$ cat src/include/itw_pkg.sv
// Purpose: Shared constants and state types for the isochronous transmit workahead sync.
// Assumes: Cycle numbers count modulo CYC_MOD.
// Notes:   State codes are one-hot.
package itw_pkg;

  // ----------------------------------------------------------------
  // Widths and sizes
  // ----------------------------------------------------------------
  localparam int          CYC_W    = 13;
  localparam int          NCTX     = 4;
  localparam int          CTX_W    = 2;
  localparam int          DATA_W   = 32;
  localparam int          ADDR_W   = 32;
  localparam int          DROP_W   = 4;

  // ----------------------------------------------------------------
  // Cycle arithmetic and counts
  // ----------------------------------------------------------------
  localparam logic [CYC_W-1:0]  CYC_MOD      = 13'h1f40;
  localparam logic [CYC_W-1:0]  CYC_HALF     = 13'h0fa0;
  localparam logic [CYC_W-1:0]  LOADER_LEAD  = 13'h0003;
  localparam logic [CYC_W-1:0]  BUS_LEAD     = 13'h0001;
  localparam logic [CYC_W-1:0]  WORKAHEAD    = 13'h0002;
  localparam logic [CYC_W-1:0]  ONE_CYC      = 13'h0001;
  localparam logic [1:0]        PRIME_TOKENS = 2'h2;
  localparam logic [1:0]        LOSS_ROLLS   = 2'h2;
  localparam logic [DROP_W-1:0] DROP_MAX     = 4'hf;

  // ----------------------------------------------------------------
  // Reset values
  // ----------------------------------------------------------------
  localparam logic [CYC_W-1:0]  SLOT_RST     = 13'h0000;
  localparam logic [DROP_W-1:0] DROP_RST     = 4'h0;
  localparam logic [ADDR_W-1:0] PTR_RST      = 32'h0000_0000;

  // ----------------------------------------------------------------
  // Loader and bus-side states
  // ----------------------------------------------------------------
  typedef enum logic [8:0] {
    D_IDLE  = 9'h001,
    D_PRIME = 9'h002,
    D_GATE  = 9'h004,
    D_MATCH = 9'h008,
    D_MWAIT = 9'h010,
    D_LOAD  = 9'h020,
    D_SKIP  = 9'h040,
    D_NEXT  = 9'h080,
    D_EOC   = 9'h100
  } itw_dstate_t;

  typedef enum logic [4:0] {
    L_IDLE = 5'h01,
    L_WAIT = 5'h02,
    L_HEAD = 5'h04,
    L_ARB  = 5'h08,
    L_TX   = 5'h10
  } itw_lstate_t;

endpackage

$ cat src/hdl/itw_sync.sv
// Purpose: Loader and bus-side coordination for an isochronous transmit DMA.
// Assumes: Shared FIFO outside; fifo_full_i keeps one spare slot.
// Notes:   Summary of operation below.
// Summary of operation
// - On start, write two end-of-cycle tokens before any cycle is loaded.
// - On start, loader_slot becomes current cycle plus three.
// - Without pending drops, begin a pass only when latest cycle start is at least loader_slot minus two.
// - Any pending drop starts a pass at once, whatever the cycle number.
// - drop_mode changes only between passes and rules the whole pass.
// - Each pass starts slot_walker at zero and visits every context.
// - Cycle-match evaluation runs per context even in skipped passes.
// - Each active context loads one packet or is skipped; empty cycles load nothing.
// - A packet is written until complete, then command pointer takes pkt_next_ptr_i.
// - Skip replaces command pointer with skip address of current descriptor.
// - Pass end increments loader_slot; loaded pass also writes one token.
// - A skipped pass writes no packet and no token.
// - A skipped pass decrements pending_drops atomically.
// - A cycle loss never ends a pass or flushes the FIFO.
// - On start, bus_side_slot becomes current cycle plus one.
// - Wait for cycle start of bus_side_slot before transmitting from FIFO.
// - After a finished or lost cycle, increment bus_side_slot and wait again.
// - Two timer rollovers without a cycle start declare a cycle loss.
// - A loss adds one to pending_drops, then waits for the next cycle.
// - Exactly one token consumed per cycle not lost; none for lost cycles.
// - Optional fast loss: subaction gap after one rollover counts as loss.
// - A token at FIFO head is popped, bus_side_slot steps, wait resumes.
// - FIFO empty when arbitration is won means a cycle loss.
`timescale 1ns/1ps
`default_nettype none
module itw_sync (
  // Clock and reset
  input  wire logic                        core_clk_i,
  input  wire logic                        rstn_i,
  input  wire logic                        clk_en_i,
  // Control
  input  wire logic                        start_i,
  input  wire logic                        fast_loss_en_i,
  // Cycle timer and bus events
  input  wire logic [itw_pkg::CYC_W-1:0]   cycle_num_i,
  input  wire logic                        cyc_start_i,
  input  wire logic [itw_pkg::CYC_W-1:0]   cyc_start_num_i,
  input  wire logic                        timer_roll_i,
  input  wire logic                        subaction_gap_i,
  input  wire logic                        iso_period_i,
  input  wire logic                        arb_won_i,
  // Context pointer loading
  input  wire logic                        ptr_load_i,
  input  wire logic [itw_pkg::CTX_W-1:0]   ptr_load_ctx_i,
  input  wire logic [itw_pkg::ADDR_W-1:0]  ptr_load_val_i,
  // Cycle-match evaluation
  output logic                             cm_req_o,
  output logic      [itw_pkg::CTX_W-1:0]   cm_ctx_o,
  output logic      [itw_pkg::CYC_W-1:0]   cm_cycle_o,
  output logic      [itw_pkg::ADDR_W-1:0]  cm_ptr_o,
  input  wire logic                        cm_done_i,
  input  wire logic                        cm_active_i,
  input  wire logic                        cm_empty_i,
  // Descriptor skip-address read
  output logic                             desc_req_o,
  input  wire logic                        desc_ack_i,
  input  wire logic [itw_pkg::ADDR_W-1:0]  desc_skip_i,
  // Packet fetch stream
  output logic                             pkt_req_o,
  output logic                             pkt_ready_o,
  input  wire logic                        pkt_valid_i,
  input  wire logic [itw_pkg::DATA_W-1:0]  pkt_data_i,
  input  wire logic                        pkt_last_i,
  input  wire logic [itw_pkg::ADDR_W-1:0]  pkt_next_ptr_i,
  // FIFO write side
  output logic                             fifo_wr_o,
  output logic      [itw_pkg::DATA_W-1:0]  fifo_data_o,
  output logic                             fifo_tok_o,
  input  wire logic                        fifo_full_i,
  // FIFO read side and transmitter
  input  wire logic                        fifo_empty_i,
  input  wire logic                        fifo_tok_head_i,
  output logic                             fifo_pop_o,
  output logic                             tx_go_o,
  input  wire logic                        tx_done_i,
  // Status
  output logic                             loss_o,
  output logic      [itw_pkg::DROP_W-1:0]  drops_o
);
  import itw_pkg::*;

  // ----------------------------------------------------------------
  // Modular cycle arithmetic
  // ----------------------------------------------------------------
  function automatic logic [CYC_W-1:0] cyc_add(input logic [CYC_W-1:0] a,
                                               input logic [CYC_W-1:0] k);
    logic [CYC_W:0] s;
    s = {1'b0, a} + {1'b0, k};
    if (s >= {1'b0, CYC_MOD}) begin
      s = s - {1'b0, CYC_MOD};
    end
    return s[CYC_W-1:0];
  endfunction

  // True when a is at or after b on the wrapping cycle circle
  function automatic logic cyc_ge(input logic [CYC_W-1:0] a, input logic [CYC_W-1:0] b);
    return cyc_add(a, CYC_MOD - b) < CYC_HALF;
  endfunction

  // ----------------------------------------------------------------
  // State
  // ----------------------------------------------------------------
  itw_dstate_t             d_st_r;
  itw_lstate_t             l_st_r;
  logic [CYC_W-1:0]        loader_slot_r;
  logic [CYC_W-1:0]        bus_side_slot_r;
  logic [CYC_W-1:0]        last_cs_r;
  logic [CTX_W-1:0]        slot_walker_r;
  logic                    drop_mode_r;
  logic [1:0]              prime_cnt_r;
  logic [1:0]              roll_cnt_r;
  logic [DROP_W-1:0]       pending_drops_r;
  logic [ADDR_W-1:0]       cmd_ptr_r [NCTX];

  logic                    start_go;
  logic                    ws_ok;
  logic                    pkt_take;
  logic                    tok_wr;
  logic                    eoc_go;
  logic                    skip_done;
  logic                    cs_hit;
  logic                    roll_loss;
  logic                    loss_now;

  assign start_go  = clk_en_i && start_i && (d_st_r == D_IDLE);
  assign ws_ok     = cyc_ge(last_cs_r, cyc_add(loader_slot_r, CYC_MOD - WORKAHEAD));
  assign pkt_take  = pkt_valid_i && pkt_ready_o && (d_st_r == D_LOAD);
  assign tok_wr    = !fifo_full_i && (d_st_r == D_PRIME || (d_st_r == D_EOC && !drop_mode_r));
  assign eoc_go    = (d_st_r == D_EOC) && (drop_mode_r || !fifo_full_i);
  assign skip_done = clk_en_i && eoc_go && drop_mode_r;
  assign cs_hit    = cyc_start_i && (cyc_start_num_i == bus_side_slot_r);
  assign roll_loss = (timer_roll_i && roll_cnt_r == LOSS_ROLLS - 2'h1) ||
                     (fast_loss_en_i && subaction_gap_i && roll_cnt_r != 2'h0);

  // ----------------------------------------------------------------
  // Loader side sequencing
  // ----------------------------------------------------------------
  always_ff @(posedge core_clk_i or negedge rstn_i) begin
    if (!rstn_i) begin
      d_st_r        <= D_IDLE;
      prime_cnt_r   <= 2'h0;
      slot_walker_r <= '0;
      drop_mode_r   <= 1'b0;
    end else if (clk_en_i) begin
      case (d_st_r)
        D_IDLE: begin
          if (start_i) begin
            prime_cnt_r <= PRIME_TOKENS;
            d_st_r      <= D_PRIME;
          end
        end
        D_PRIME: begin
          if (tok_wr) begin
            prime_cnt_r <= prime_cnt_r - 2'h1;
            if (prime_cnt_r == 2'h1) begin
              d_st_r <= D_GATE;
            end
          end
        end
        D_GATE: begin
          if (pending_drops_r != DROP_RST) begin
            drop_mode_r   <= 1'b1;
            slot_walker_r <= '0;
            d_st_r        <= D_MATCH;
          end else if (ws_ok) begin
            drop_mode_r   <= 1'b0;
            slot_walker_r <= '0;
            d_st_r        <= D_MATCH;
          end
        end
        D_MATCH: d_st_r <= D_MWAIT;
        D_MWAIT: begin
          if (cm_done_i) begin
            if (!cm_active_i || cm_empty_i) begin
              d_st_r <= D_NEXT;
            end else if (drop_mode_r) begin
              d_st_r <= D_SKIP;
            end else begin
              d_st_r <= D_LOAD;
            end
          end
        end
        D_LOAD: begin
          if (pkt_take && pkt_last_i) begin
            d_st_r <= D_NEXT;
          end
        end
        D_SKIP: begin
          if (desc_ack_i) begin
            d_st_r <= D_NEXT;
          end
        end
        D_NEXT: begin
          if (slot_walker_r == CTX_W'(NCTX - 1)) begin
            d_st_r <= D_EOC;
          end else begin
            slot_walker_r <= slot_walker_r + 1'b1;
            d_st_r        <= D_MATCH;
          end
        end
        D_EOC: begin
          if (eoc_go) begin
            d_st_r <= D_GATE;
          end
        end
        default: d_st_r <= D_IDLE;
      endcase
    end
  end

  // Target cycle of the loader
  always_ff @(posedge core_clk_i or negedge rstn_i) begin
    if (!rstn_i) begin
      loader_slot_r <= SLOT_RST;
    end else if (start_go) begin
      loader_slot_r <= cyc_add(cycle_num_i, LOADER_LEAD);
    end else if (clk_en_i && eoc_go) begin
      loader_slot_r <= cyc_add(loader_slot_r, ONE_CYC);
    end
  end

  // Latest cycle start seen on the bus, seeded at start
  always_ff @(posedge core_clk_i or negedge rstn_i) begin
    if (!rstn_i) begin
      last_cs_r <= SLOT_RST;
    end else if (start_go) begin
      last_cs_r <= cycle_num_i;
    end else if (clk_en_i && cyc_start_i) begin
      last_cs_r <= cyc_start_num_i;
    end
  end

  // Per-context command pointers
  always_ff @(posedge core_clk_i or negedge rstn_i) begin
    if (!rstn_i) begin
      for (int i = 0; i < NCTX; i++) begin
        cmd_ptr_r[i] <= PTR_RST;
      end
    end else if (clk_en_i) begin
      if (d_st_r == D_SKIP && desc_ack_i) begin
        cmd_ptr_r[slot_walker_r] <= desc_skip_i;
      end else if (pkt_take && pkt_last_i) begin
        cmd_ptr_r[slot_walker_r] <= pkt_next_ptr_i;
      end else if (ptr_load_i) begin
        cmd_ptr_r[ptr_load_ctx_i] <= ptr_load_val_i;
      end
    end
  end

  // Requests to match logic, descriptor reader and packet fetch
  always_ff @(posedge core_clk_i or negedge rstn_i) begin
    if (!rstn_i) begin
      cm_req_o    <= 1'b0;
      cm_ctx_o    <= '0;
      cm_cycle_o  <= SLOT_RST;
      cm_ptr_o    <= PTR_RST;
      desc_req_o  <= 1'b0;
      pkt_req_o   <= 1'b0;
      pkt_ready_o <= 1'b0;
    end else if (clk_en_i) begin
      cm_req_o    <= (d_st_r == D_MATCH);
      cm_ctx_o    <= slot_walker_r;
      cm_cycle_o  <= loader_slot_r;
      cm_ptr_o    <= cmd_ptr_r[slot_walker_r];
      desc_req_o  <= (d_st_r == D_MWAIT) && cm_done_i && cm_active_i && !cm_empty_i &&
                     drop_mode_r;
      pkt_req_o   <= (d_st_r == D_MWAIT) && cm_done_i && cm_active_i && !cm_empty_i &&
                     !drop_mode_r;
      pkt_ready_o <= !fifo_full_i && !(pkt_take && pkt_last_i) &&
                     ((d_st_r == D_LOAD) || pkt_req_o);
    end
  end

  // FIFO writes: packet words and end-of-cycle tokens
  always_ff @(posedge core_clk_i or negedge rstn_i) begin
    if (!rstn_i) begin
      fifo_wr_o   <= 1'b0;
      fifo_tok_o  <= 1'b0;
      fifo_data_o <= '0;
    end else if (clk_en_i) begin
      fifo_wr_o   <= pkt_take || tok_wr;
      fifo_tok_o  <= tok_wr;
      fifo_data_o <= pkt_take ? pkt_data_i : '0;
    end
  end

  // ----------------------------------------------------------------
  // Bus side sequencing
  // ----------------------------------------------------------------
  always_comb begin
    loss_now = 1'b0;
    if (clk_en_i) begin
      case (l_st_r)
        L_WAIT:  loss_now = !cs_hit && roll_loss;
        L_HEAD:  loss_now = !fifo_tok_head_i && !iso_period_i;
        L_ARB:   loss_now = arb_won_i ? fifo_empty_i : (!iso_period_i || roll_loss);
        default: loss_now = 1'b0;
      endcase
    end
  end

  always_ff @(posedge core_clk_i or negedge rstn_i) begin
    if (!rstn_i) begin
      l_st_r          <= L_IDLE;
      bus_side_slot_r <= SLOT_RST;
      roll_cnt_r      <= 2'h0;
    end else if (clk_en_i) begin
      if (loss_now) begin
        bus_side_slot_r <= cyc_add(bus_side_slot_r, ONE_CYC);
        roll_cnt_r      <= 2'h0;
        l_st_r          <= L_WAIT;
      end else begin
        if (timer_roll_i && roll_cnt_r != LOSS_ROLLS) begin
          roll_cnt_r <= roll_cnt_r + 2'h1;
        end
        case (l_st_r)
          L_IDLE: begin
            if (start_i && d_st_r == D_IDLE) begin
              bus_side_slot_r <= cyc_add(cycle_num_i, BUS_LEAD);
              roll_cnt_r      <= 2'h0;
              l_st_r          <= L_WAIT;
            end
          end
          L_WAIT: begin
            if (cs_hit) begin
              roll_cnt_r <= 2'h0;
              l_st_r     <= L_HEAD;
            end
          end
          L_HEAD: begin
            if (fifo_tok_head_i) begin
              bus_side_slot_r <= cyc_add(bus_side_slot_r, ONE_CYC);
              roll_cnt_r      <= 2'h0;
              l_st_r          <= L_WAIT;
            end else begin
              roll_cnt_r <= 2'h0;
              l_st_r     <= L_ARB;
            end
          end
          L_ARB: begin
            if (arb_won_i) begin
              l_st_r <= L_TX;
            end
          end
          L_TX: begin
            if (tx_done_i) begin
              l_st_r <= L_HEAD;
            end
          end
          default: l_st_r <= L_IDLE;
        endcase
      end
    end
  end

  always_ff @(posedge core_clk_i or negedge rstn_i) begin
    if (!rstn_i) begin
      fifo_pop_o <= 1'b0;
      tx_go_o    <= 1'b0;
      loss_o     <= 1'b0;
    end else if (clk_en_i) begin
      fifo_pop_o <= (l_st_r == L_HEAD) && fifo_tok_head_i;
      tx_go_o    <= (l_st_r == L_ARB) && arb_won_i && !fifo_empty_i;
      loss_o     <= loss_now;
    end
  end

  // Shared lost-cycle count; simultaneous add and remove cancel
  always_ff @(posedge core_clk_i or negedge rstn_i) begin
    if (!rstn_i) begin
      pending_drops_r <= DROP_RST;
    end else if (loss_now && !skip_done && pending_drops_r != DROP_MAX) begin
      pending_drops_r <= pending_drops_r + 1'b1;
    end else if (skip_done && !loss_now && pending_drops_r != DROP_RST) begin
      pending_drops_r <= pending_drops_r - 1'b1;
    end
  end

  always_ff @(posedge core_clk_i or negedge rstn_i) begin
    if (!rstn_i) begin
      drops_o <= DROP_RST;
    end else if (clk_en_i) begin
      drops_o <= pending_drops_r;
    end
  end
endmodule
`default_nettype wire

$ cat config.mk
export PLATFORM = sky130hd
export DESIGN_NAME = itw_sync
export DESIGN_NICKNAME = d
export VERILOG_FILES = /design/src/include/itw_pkg.sv /design/src/hdl/itw_sync.sv
export SDC_FILE = /design/constraint.sdc
export NUM_CORES = 1
export LEC_CHECK = 0
export BUFFER_PORTS_ARGS = -buffer_cell sky130_fd_sc_hd__clkbuf_2
export CAP_MARGIN = 20
export CORE_UTILIZATION = 40
export CTS_CLUSTER_SIZE = 16
export DETAILED_ROUTE_END_ITERATION = 10
export PLACE_DENSITY_LB_ADDON = 0.1
export SYNTH_ARGS = -nofsm -noshare
export SYNTH_HDL_FRONTEND = slang
export SYNTH_SLANG_ARGS = --single-unit
$ cat constraint.sdc
create_clock -name core_clk_i -period 16.75 [get_ports core_clk_i]
set_input_delay 3.35 -clock core_clk_i [delete_from_list [all_inputs] [get_ports core_clk_i]]
set_output_delay 3.35 -clock core_clk_i [all_outputs]
set_load 0.02 [all_outputs]
Word level (Yosys, flattened, before mapping)
Index checks and enable logic that the tools add are counted.
{"block": "totals", "out_inout_bits": 92, "input_bits": 177, "word_cells": 231, "register_bits": 284}
{"block": "op_classes", "magnitude_cmp": 11, "n_eq_ne": 34, "bitwise": 2, "n_reduce_logical": 71, "n_addsub": 18, "mux": 67}
{"cell": "128-bit bitwise mux", "count": 3}
{"cell": "128-bit two-way mux", "count": 3}
{"cell": "13-bit two-way mux", "count": 13}
{"cell": "32-bit two-way mux", "count": 5}
{"cell": "32-bit demux with 2-bit select", "count": 2}
{"cell": "9-bit two-way mux", "count": 10}
{"cell": "14-bit by 13-bit >= comparator with 1-bit output (second input constant)", "count": 6}
{"cell": "9-bit one-hot mux with 9 select lines", "count": 1}
{"cell": "13-bit subtractor (second input constant)", "count": 6}
{"cell": "32-bit binary-select mux with 2-bit select", "count": 1}
{"cell": "13-bit by 1-bit adder with 14-bit output (second input constant)", "count": 3}
{"cell": "1-bit logical AND", "count": 36}
{"cell": "13-bit one-hot mux with 2 select lines", "count": 1}
{"cell": "5-bit two-way mux", "count": 5}
{"cell": "5-bit one-hot mux with 5 select lines", "count": 1}
{"cell": "2-bit two-way mux", "count": 9}
{"cell": "3-bit != test (second input constant)", "count": 6}
{"cell": "2-bit != test (second input constant)", "count": 8}
{"cell": "13-bit by 13-bit adder with 14-bit output", "count": 1}
{"cell": "13-bit by 13-bit adder with 14-bit output (second input constant)", "count": 1}
{"cell": "13-bit by 2-bit adder with 14-bit output (second input constant)", "count": 1}
{"cell": "2-bit nonzero test", "count": 7}
{"cell": "13-bit equality test", "count": 1}
{"cell": "13-bit by 12-bit less-than comparator with 1-bit output (second input constant)", "count": 1}
{"cell": "other kinds (42)", "count": 72}

Logic depth before layout (Yosys ltp)
Gate-level depths: netlist of run 1.
{"block": "logic_depth", "ltp_word": 12, "mapped_depth": 28, "depth_no_buf": 25}

Worst setup path before layout of run 1
OpenSTA, ideal clock, no wires.
{"block": "synth_timing", "kind": "input to register", "start": "input port cyc_start_num_i[2] (netlist bit)", "end": "register pending_drops_r[3]", "setup_slack_ns": 11.062, "path_stages": 13, "setup_ns": 0.080, "t_required_ns": 16.670, "t_arrival_ns": 5.608, "path_buffers": 1, "path_cell_list": "xnor2_1 > nand4_1 > or4_4 > nand3_1 > a21oi_2 > buf_2 > and3_1 > inv_1 > ha_1 > a21o_1 > a21oi_1 > mux2i_1 > xnor2_1"}
{"block": "synth_via", "elab_chain_len": 10, "word_cells_on_any_way": 13, "classes_between": "eq/ne: 1; mux: 3; reduce/logical: 9"}
{"item": "start: declaration", "line": "itw_sync.sv:41", "text": "input wire logic [itw_pkg::CYC_W-1:0] cyc_start_num_i,"}
{"item": "13-bit equality test (*)", "line": "itw_sync.sv:135", "text": "assign cs_hit = cyc_start_i && (cyc_start_num_i == bus_side_slot_r);"}
{"item": "1-bit logical AND (*)", "line": "itw_sync.sv:135"}
{"item": "1-bit logical NOT (*)", "line": "itw_sync.sv:298", "text": "L_WAIT: loss_now = !cs_hit && roll_loss;"}
{"item": "1-bit logical AND (*)", "line": "itw_sync.sv:298"}
{"item": "1-bit one-hot mux with 3 select lines (*)", "line": "itw_sync.sv:297", "text": "case (l_st_r)"}
{"item": "1-bit two-way mux (*)", "line": "itw_sync.sv:296", "text": "if (clk_en_i) begin"}
{"item": "1-bit logical NOT", "line": "itw_sync.sv:378", "text": "end else if (skip_done && !loss_now && pending_drops_r != DROP_RST) begin"}
{"item": "1-bit logical AND (2 in a row)", "line": "itw_sync.sv:378"}
{"item": "2-bit nonzero test (no source line)"}
{"item": "end signal: assignment", "line": "itw_sync.sv:377", "text": "pending_drops_r <= pending_drops_r + 1'b1;"}
{"item": "end signal: assignment", "line": "itw_sync.sv:379", "text": "pending_drops_r <= pending_drops_r - 1'b1;"}
{"item": "end: declaration", "line": "itw_sync.sv:116", "text": "logic [DROP_W-1:0] pending_drops_r;"}
Every way passes the cells marked *; elsewhere a longest branch is shown, timed or not.
A chain may end at the register's enable or synchronous reset.

Worst setup path in the final report of run 1
{"block": "layout_timing", "start": "register loader_slot_r[1]", "end": "register slot_walker_r[0]"}
{"block": "layout_via", "elab_chain_len": 10, "word_cells_on_any_way": 12, "classes_between": "add/sub: 5; order compare: 3; eq/ne: 1; mux: 2; reduce/logical: 1"}
{"item": "start: declaration", "line": "itw_sync.sv:109", "text": "logic [CYC_W-1:0] loader_slot_r;"}
{"item": "start signal: assignment", "line": "itw_sync.sv:220", "text": "loader_slot_r <= cyc_add(cycle_num_i, LOADER_LEAD);"}
{"item": "start signal: assignment", "line": "itw_sync.sv:222", "text": "loader_slot_r <= cyc_add(loader_slot_r, ONE_CYC);"}
{"item": "13-bit by 13-bit adder with 14-bit output (*)", "line": "itw_sync.sv:92", "text": "s = {1'b0, a} + {1'b0, k};"}
{"item": "13-bit subtractor or 14-bit by 13-bit >= comparator with 1-bit output (tied branches)", "line": "itw_sync.sv:94, itw_sync.sv:93"}
{"item": "13-bit two-way mux (*)", "line": "itw_sync.sv:93", "text": "if (s >= {1'b0, CYC_MOD}) begin"}
{"item": "13-bit subtractor (*)", "line": "itw_sync.sv:101", "text": "return cyc_add(a, CYC_MOD - b) < CYC_HALF;"}
{"item": "13-bit by 13-bit adder with 14-bit output (*)", "line": "itw_sync.sv:92"}
{"item": "13-bit subtractor or 14-bit by 13-bit >= comparator with 1-bit output (tied branches)", "line": "itw_sync.sv:94, itw_sync.sv:93"}
{"item": "13-bit two-way mux (*)", "line": "itw_sync.sv:93"}
{"item": "13-bit by 12-bit less-than comparator with 1-bit output (*)", "line": "itw_sync.sv:101"}
{"item": "3-bit != test (no source line) (*)"}
{"item": "4-bit AND reduction (no source line) (*)"}
{"item": "end signal: assignment", "line": "itw_sync.sv:201", "text": "slot_walker_r <= slot_walker_r + 1'b1;"}
{"item": "end: declaration", "line": "itw_sync.sv:112", "text": "logic [CTX_W-1:0] slot_walker_r;"}
Marks and branches as above.

==> metrics.md, run 1 <==
| Metric | Value |
|---|---|
| Post-synth ARST share | 100.0% |
| Crit path arrival time | 6500 ps |
| Worst-skew pair later-pin latency | 570 ps |
| Worst R2R Setup Slack | 10730 ps |
| Clock Pin Slew Worst Setup and Hold Paths | 50 ps |
| Synth Area in Adders | 3.306% |
| Max stage delay on crit path | 540 ps |
| RSZ-0062 raised after global routing | no |
| Cells after Synth | 2233 |
| CTS Sinks | 284 |
| Status | complete, but fails checks |
| Avg Cell Area, Syn | 8.509 µm² |
| Post-CTS sizing | 0 |
| MaxCap Viol Count | 0 |
| Clock Path Buffers | 3 |
| Startpoint types | flip-flop |
| Setup Total Neg Slack | 0 ps |
| Worst slew pin tran | 1099 ps |
| Initial antenna violation count | 11 |
| Hold Crit Class | flip-flop to flip-flop |
| Worst Skew | 29.73 ps |
| Synthesis-stage register bit count | 284 |
| Post-layout util | 46.60% |
| Leak | 9.111 nW |
| Post-synth top flop | dfrtp_1 |
| DP HPWL | 40.69 mm |
| Cell count after placement | 2923 |
| Post-CTS Repair Setup Buffers | 0 |
| All-layer global routing usage | 24.59% |
| Row count | 79 |
| Critical R2R Capture | slot_walker_r[0] |
| Core area | 46650 µm² |
| Hold-fix buffers, CTS | 0 |
| Wire length per cell | 20.20 µm |
| Final net count | 2581 |
| Multiplexer share of the synthesized area | 8.100% |
| Area growth syn-to-layout | 14.42% |
| Critical Path RT | 17230 ps |
| Placer Congestion | 0.8866 |
| Crit end category | flip-flop |
| Main combinational cell family by area after synthesis | compound AO/OA/AOI/OAI gates |
| Clock root buffer | clkbuf_16 |
| Max rail drop VDD | 0.0001769 V |
| Via density | 5.871 |
| ANT nets after route | 0 |
| Fin. Hold Viols | 0 |
| Yosys top cell area share | 37.14% |
| First-pass GRT wire length | 93.39 mm |
| Fill cells | 4566 |
| Number of global-route vias before repair | 16488 |
| Post-Synth Simple-Gate Area | 19.45% |
| Critical path, cell by cell | inv_1, ha_1, nand2_1, nand2_1, xor2_1, ha_1, nand3_1, o31a_1, o21a_1, xnor2_1, xnor2_1, ha_1, a21oi_1, inv_1, a31oi_1, xnor2_1, inv_1, ha_1, nor4b_1, mux2_2, a211o_1, a31oi_1, mux2i_1 |
| DRT Pass-1 Iters | 8 |
| Post-layout min period | 6020 ps |
| Critical path's slowest cell | dfrtp_1 |
| Die W | 220.0 µm |
| Non-filler cells, final | 2993 |
| CTS H-tree depth | 2 |
| Critical Path End | slot_walker_r[0] |
| Syn Std Cell Area | 19000 µm² |
| Register area share after synthesis | 37.42% |
| Slew margin rel. | 26.72% |
| Number of synthesis warnings | 0 |
| Critical path class | flip-flop to flip-flop |
| DR vias | 17572 |
| Crit path top cell by count | ha_1 |
| F_max | 166.1 MHz |
| Worst R2R Path Depth | 23 |
| Die area | 48380 µm² |
| Failing checks | design-rule violations |
| Remaining Overflow, GRT | 0 |
| CTS tree | yes |
| Largest net degree at the start of global routing | 257 |
| Worst Setup SP | loader_slot_r[1] |
| Synth area leaders | dfrtp_1 37%, nand3_1 7.8%, a21oi_1 6.1% |
| Max FO, Critical Path | 13 |
| Leading area contributor after synthesis | dfrtp_1 |
| CTS Buf Count | 37 |
| Pwr Density | 180.2 nW/µm² |
| Share of cells above drive strength 1 | 20.45% |
| DRT iter0 DRCs | 1452 |
| IO Pins | 269 |
| Post-Synth XOR/XNOR Area | 4.425% |
| Netlist cell types | 97 |
| Post-route clock period utilization | 35.94% |
| Compound-gate portion of the synthesized area | 21.83% |
| Number of buffers added on ports | 268 |
| Routed WL | 60.47 mm |
| DRC | 16 |
| Syn_nets | 2459 |
| Number of flops mapped to enable cells by yosys | 0 |
| Slew Limit Fails | 0 |
| Initial Util | 40.73% |
| Die Y | 220.0 µm |
| RR Startpoint | loader_slot_r[1] |
| Setup violators final | 0 |
metal layers:
metal / part of all wire (%) / global-route usage (%) / up-vias
met1: 43 / 32.65 / 8465
met2: 47 / 39.92 / 552
met5: 0.19 / 0 / -
li1: - / - / 8423
met4: 2.6 / 8.437 / 16
met3: 6.4 / 4.707 / 116
state kept, by name (all words and copies together) (netlist names), 2 cells and up:
signal           flops
bus_side_slot_r     13
cm_ctx_o             2
cm_cycle_o          13
cm_ptr_o            32
cmd_ptr_r          128
d_st_r               9
drops_o              4
fifo_data_o         32
l_st_r               5
last_cs_r           13
loader_slot_r       13
pending_drops_r      4
prime_cnt_r          2
roll_cnt_r           2
slot_walker_r        2
cell families after synthesis:
logic type | Yosys count
flip-flops | 284
AND/OR/NAND/NOR | 767
XOR/XNOR | 96
buffers and inverters | 253
adder cells (fa/ha/maj) | 49
AO/OA/AOI/OAI | 677
multiplexers | 107
critical path, delay by kind of cell, from the launching register on:
family,cells,cell delay (ps)
flip-flops,1,540
adder cells (fa/ha/maj),4,1250
multiplexers,2,600
AND/OR/NAND/NOR,4,620
buffers and inverters,3,340
AO/OA/AOI/OAI,6,1570
XOR/XNOR,4,1030
cells in the final DEF, fill, tap and decap left out, drive strengths merged, types with 21 or more instances in the layout:
| master | instances |
|---|---|
| o21ai | 158 |
| a31oi | 138 |
| a22o | 34 |
| xnor2 | 70 |
| nor2 | 130 |
| a21oi | 234 |
| nand2 | 198 |
| buf | 26 |
| ha | 47 |
| xor2 | 26 |
| dfrtp | 282 |
| inv | 45 |
| clkbuf | 321 |
| nor3 | 24 |
| mux2i | 21 |
| nand3 | 295 |
| mux2 | 54 |
| mux4 | 32 |
metrics by stage:
step                setup slack [ps]  area [µm²]  hold WS, ps  total power [mW]
floorplan                      11060       19000        444.6             2.569
global placement               10520       20470        457.8             3.057
detailed placement             10400       20470        466.4             3.093
CTS                            10700       21730        479.0             3.946
global route                   10170       21740        487.1             4.214
finish                         10730       21740        473.5             3.917
how the worst min path moves through the flow:
| stage | startpoint | to | slack (ps) | depth (start not counted) |
|---|---|---|---|---|
| 2_1_floorplan | cmd_ptr_r[32] | cmd_ptr_r[32] | 440 | 2 |
| 3_3_place_gp | cmd_ptr_r[90] | cmd_ptr_r[90] | 460 | 2 |
| 3_5_place_dp | fifo_wr_o | fifo_wr_o | 470 | 1 |
| 4_1_cts | fifo_wr_o | fifo_wr_o | 480 | 1 |
| 5_1_grt | fifo_wr_o | fifo_wr_o | 490 | 1 |
| 6_report | cmd_ptr_r[35] | cmd_ptr_r[35] | 470 | 2 |
report_power, final:
group,internal [mW],switching [mW],total (mW)
Combinational,0.811,1.23,2.04
Sequential,0.854,0.202,1.06
Clock,0.505,0.319,0.824
Total,2.17,1.75,3.92
area by class of cell:
class	instances	area [µm²]	share of cell area, %
inverter	44	165.2	0.7597
timing repair buffer	292	1546	7.113
multi-input combinational	1696	10880	50.06
sequential	284	7112	32.71
antenna	4	10.01	0.04604
clock inverter	11	160.2	0.7366
tap	607	759.5	3.493
clock buffer	55	1105	5.082
cells in the mapped netlist (all sizes together) (12+ instances only):
cell type,n
nand2,198
nor2,130
ha,47
xnor2,70
o31ai,12
and3,15
nor2b,12
mux2i,21
inv,44
a22o,34
a21oi,234
xor2,26
nand4,18
buf,93
mux2,54
mux4,32
or3,13
dfrtp,282
a31oi,138
o21ai,158
nand3,295
clkbuf,116
and2,13
nor3,24
Note: power is estimated with default switching activity, not from simulation.
==> run 2, diff against run 1 <==
- clock period: 16.75 -> 5.5 ns (I/O delays scaled with it)
==> metrics.md, run 2 (same netlist as run 1, synthesis figures left out) <==
| Metric | Value |
|---|---|
| Status | complete, but fails checks |
| Failing checks | design-rule violations |
| Number of buffers added on ports | 268 (unchanged) |
| WHS | 476.2 ps (+2.695 ps) |
| MaxCap Viol Count | 0 (unchanged) |
| DRT iter0 DRCs | 1411 (-2.8%) |
| Post-layout min period | 5213 ps (-807.1 ps) |
| Routed WL | 61.48 mm (+1.7%) |
| Initial antenna violation count | 16 (+5) |
| CTS Sinks | 284 (unchanged) |
| Number of global-route vias before repair | 16659 (+1.0%) |
| Crit path arrival time | 5670 ps (-830 ps) |
| Critical R2R Capture | slot_walker_r[0] |
| RR Startpoint | loader_slot_r[5] |
| Non-filler cells, final | 3017 (+0.80%) |
| Clock Path Buffers | 3 (unchanged) |
| DRT Pass-1 Iters | 9 (+1) |
| Row count | 79 (unchanged) |
| DRC | 18 (+2) |
| Post-route cell area | 21920 µm² (+0.84%) |
| Worst Hold Path EP | cmd_ptr_r[38] |
| Worst R2R Setup Slack | 290 ps (-10440 ps) |
| Critical path's slowest cell | or4b_1 |
| Top flop regs | cmd_ptr_r (128), cm_ptr_o (32), fifo_data_o (32) |
| F_max | 191.8 MHz (+15%) |
| CTS Buf Count | 37 (unchanged) |
| Core area | 46650 µm² (unchanged) |
| DR vias | 17776 (+1.2%) |
| ANT nets after route | 0 (unchanged) |
| Critical path, cell by cell | or3_1, nor2_4, xnor2_2, inv_2, ha_1, or4b_1, nor4bb_1, a211oi_2, xnor2_1, ha_2, nand2_1, a211oi_2, a21oi_2, a221oi_1, nor4b_2, mux2_2, a211o_1, a31oi_2, mux2i_1 |
| Cell count after placement | 2941 (+0.62%) |
| Setup violators final | 0 (unchanged) |
| Slew Limit Fails | 0 (unchanged) |
| CTS tree | yes |
| Die area | 48380 µm² (unchanged) |
| Max stage delay on crit path | 500 ps (-40 ps) |
| Worst Skew | 12.31 ps (-17.42 ps) |
| Placer Congestion | 0.8771 (-1.1%) |
| Setup Total Neg Slack | 0 ps (unchanged) |
| Fin. Hold Viols | 0 (unchanged) |
| Leak | 9.205 nW (+1.0%) |
| Critical path class | flip-flop to flip-flop |
| Clock root buffer | clkbuf_16 |
| Worst R2R Path Depth | 19 (-17%) |
| Most common cell after layout, fill and taps aside | nand3_1 |
| Wire length per cell | 20.38 µm (+0.86%) |
| Reg with most FFs | cmd_ptr_r |
| Crit path top cell by count | a211oi_2 |
| Max FFs per register | 128 (unchanged) |
| All-layer global routing usage | 25.07% (+0.48 points) |
| Worst slew pin tran | 1048 ps (-51.16 ps) |
| Hold Crit Class | flip-flop to flip-flop |
| Final net count | 2601 (+0.77%) |
| Most frequent cells in the layout | 295 x nand3_1, 280 x dfrtp_1, 266 x clkbuf_2 |
| Critical Path RT | 5950 ps (-11280 ps) |
| Post-route clock period utilization | 94.77% (+59 points) |
| Min-Delay Startpoint | cmd_ptr_r[38] |
| Max FO, Critical Path | 5 (-8) |
| Share of cells above drive strength 1 | 21.48% (+1.0 points) |
| Pwr Density | 550.2 nW/µm² (+210%) |
| Clock Pin Slew Worst Setup and Hold Paths | 60 ps (about the same) |
| Initial Util | 40.73% (unchanged) |
| Hold Path Depth | 2 (unchanged) |
| IO Pins | 269 (unchanged) |
| First-pass GRT wire length | 94.93 mm (+1.6%) |
| Largest net degree at the start of global routing | 123 (-52%) |
| CTS H-tree depth | 2 (unchanged) |
| Area growth syn-to-layout | 15.38% |
| Die W | 220.0 µm (unchanged) |
| Crit end category | flip-flop |
| Slew margin rel. | 30.13% (+3.4 points) |
| Startpoint types | flip-flop |
| Die Y | 220.0 µm (unchanged) |
| Remaining Overflow, GRT | 0 (unchanged) |
| Via density | 5.892 (+0.36%) |
| Worst-skew pair later-pin latency | 550 ps (-20 ps) |
| DP HPWL | 40.29 mm (-0.98%) |
| Max rail drop VDD | 0.0005387 V (+200%) |
| Area post-placement | 20640 µm² (+0.84%) |
-- run 2: worst max path at each step --
stage / start / to / slack, ps / cells past startpoint
after global placement: loader_slot_r[5] / slot_walker_r[1] / 130 / 19
after floorplan: loader_slot_r[2] / slot_walker_r[1] / 90 / 26
final: loader_slot_r[5] / slot_walker_r[0] / 290 / 19
after CTS: loader_slot_r[5] / slot_walker_r[0] / 90 / 19
after detailed placement: loader_slot_r[5] / slot_walker_r[1] / 10 / 19
after global routing: loader_slot_r[1] / slot_walker_r[1] / -7 / 22
-- run 2: area by class of cell --
type | instances | area (µm²)
Inverter | 44 | 165.2
Timing Repair Buffer | 312 | 1754
Clock inverter | 9 | 52.55
Clock buffer | 57 | 1114
Antenna cell | 8 | 20.02
Multi-Input combinational cell | 1696 | 10950
Fill cell | 4578 | 24730
Tap cell | 607 | 759.5
Sequential cell | 284 | 7112
-- run 2: per-layer routing --
| layer | vias to the layer above | GRT usage [%] | wire length, µm |
|---|---|---|---|
| li1 | 8480 | - | - |
| met1 | 8570 | 33.38 | 26640 |
| met2 | 560 | 39.53 | 28710 |
| met3 | 148 | 5.645 | 4179 |
| met4 | 18 | 9.540 | 1818 |
| met5 | - | 0 | 132 |
-- run 2: stage by stage --
stage	worst slack, ps	util, %	power [mW]
floorplan	90.71	-	7.823
global placement	134.3	44.24	9.459
detailed placement	14.34	44.24	9.542
CTS	93.44	46.75	11.98
global route	-6.816	46.97	12.98
finish	287.5	46.99	12.06
-- run 2: timing repair --
action                                  in CTS  in global routing
endpoints found under the setup margin       2                  4
hold buffers                                 0                  0
pin swaps                                    0                  2
resized for setup                            1                 13
setup buffers                                0                  1
-- run 2: power breakdown --
part / leakage [nW] / total, mW / internal, mW / switching [mW]
Clock: 0.580 / 2.35 / 1.39 / 0.956
Combinational: 4.95 / 6.57 / 2.63 / 3.93
Sequential: 3.68 / 3.15 / 2.60 / 0.542
Total: 9.21 / 12.1 / 6.63 / 5.43
-- run 2: worst max-delay path: cells and delay by family, from the launching register on --
family | cells | cell delay (ps)
compound gates | 6 | 1470
xor+xnor | 2 | 290
fa+ha+maj | 2 | 600
buf+inv | 1 | 100
flops | 1 | 410
mux | 2 | 590
simple gates | 6 | 1650
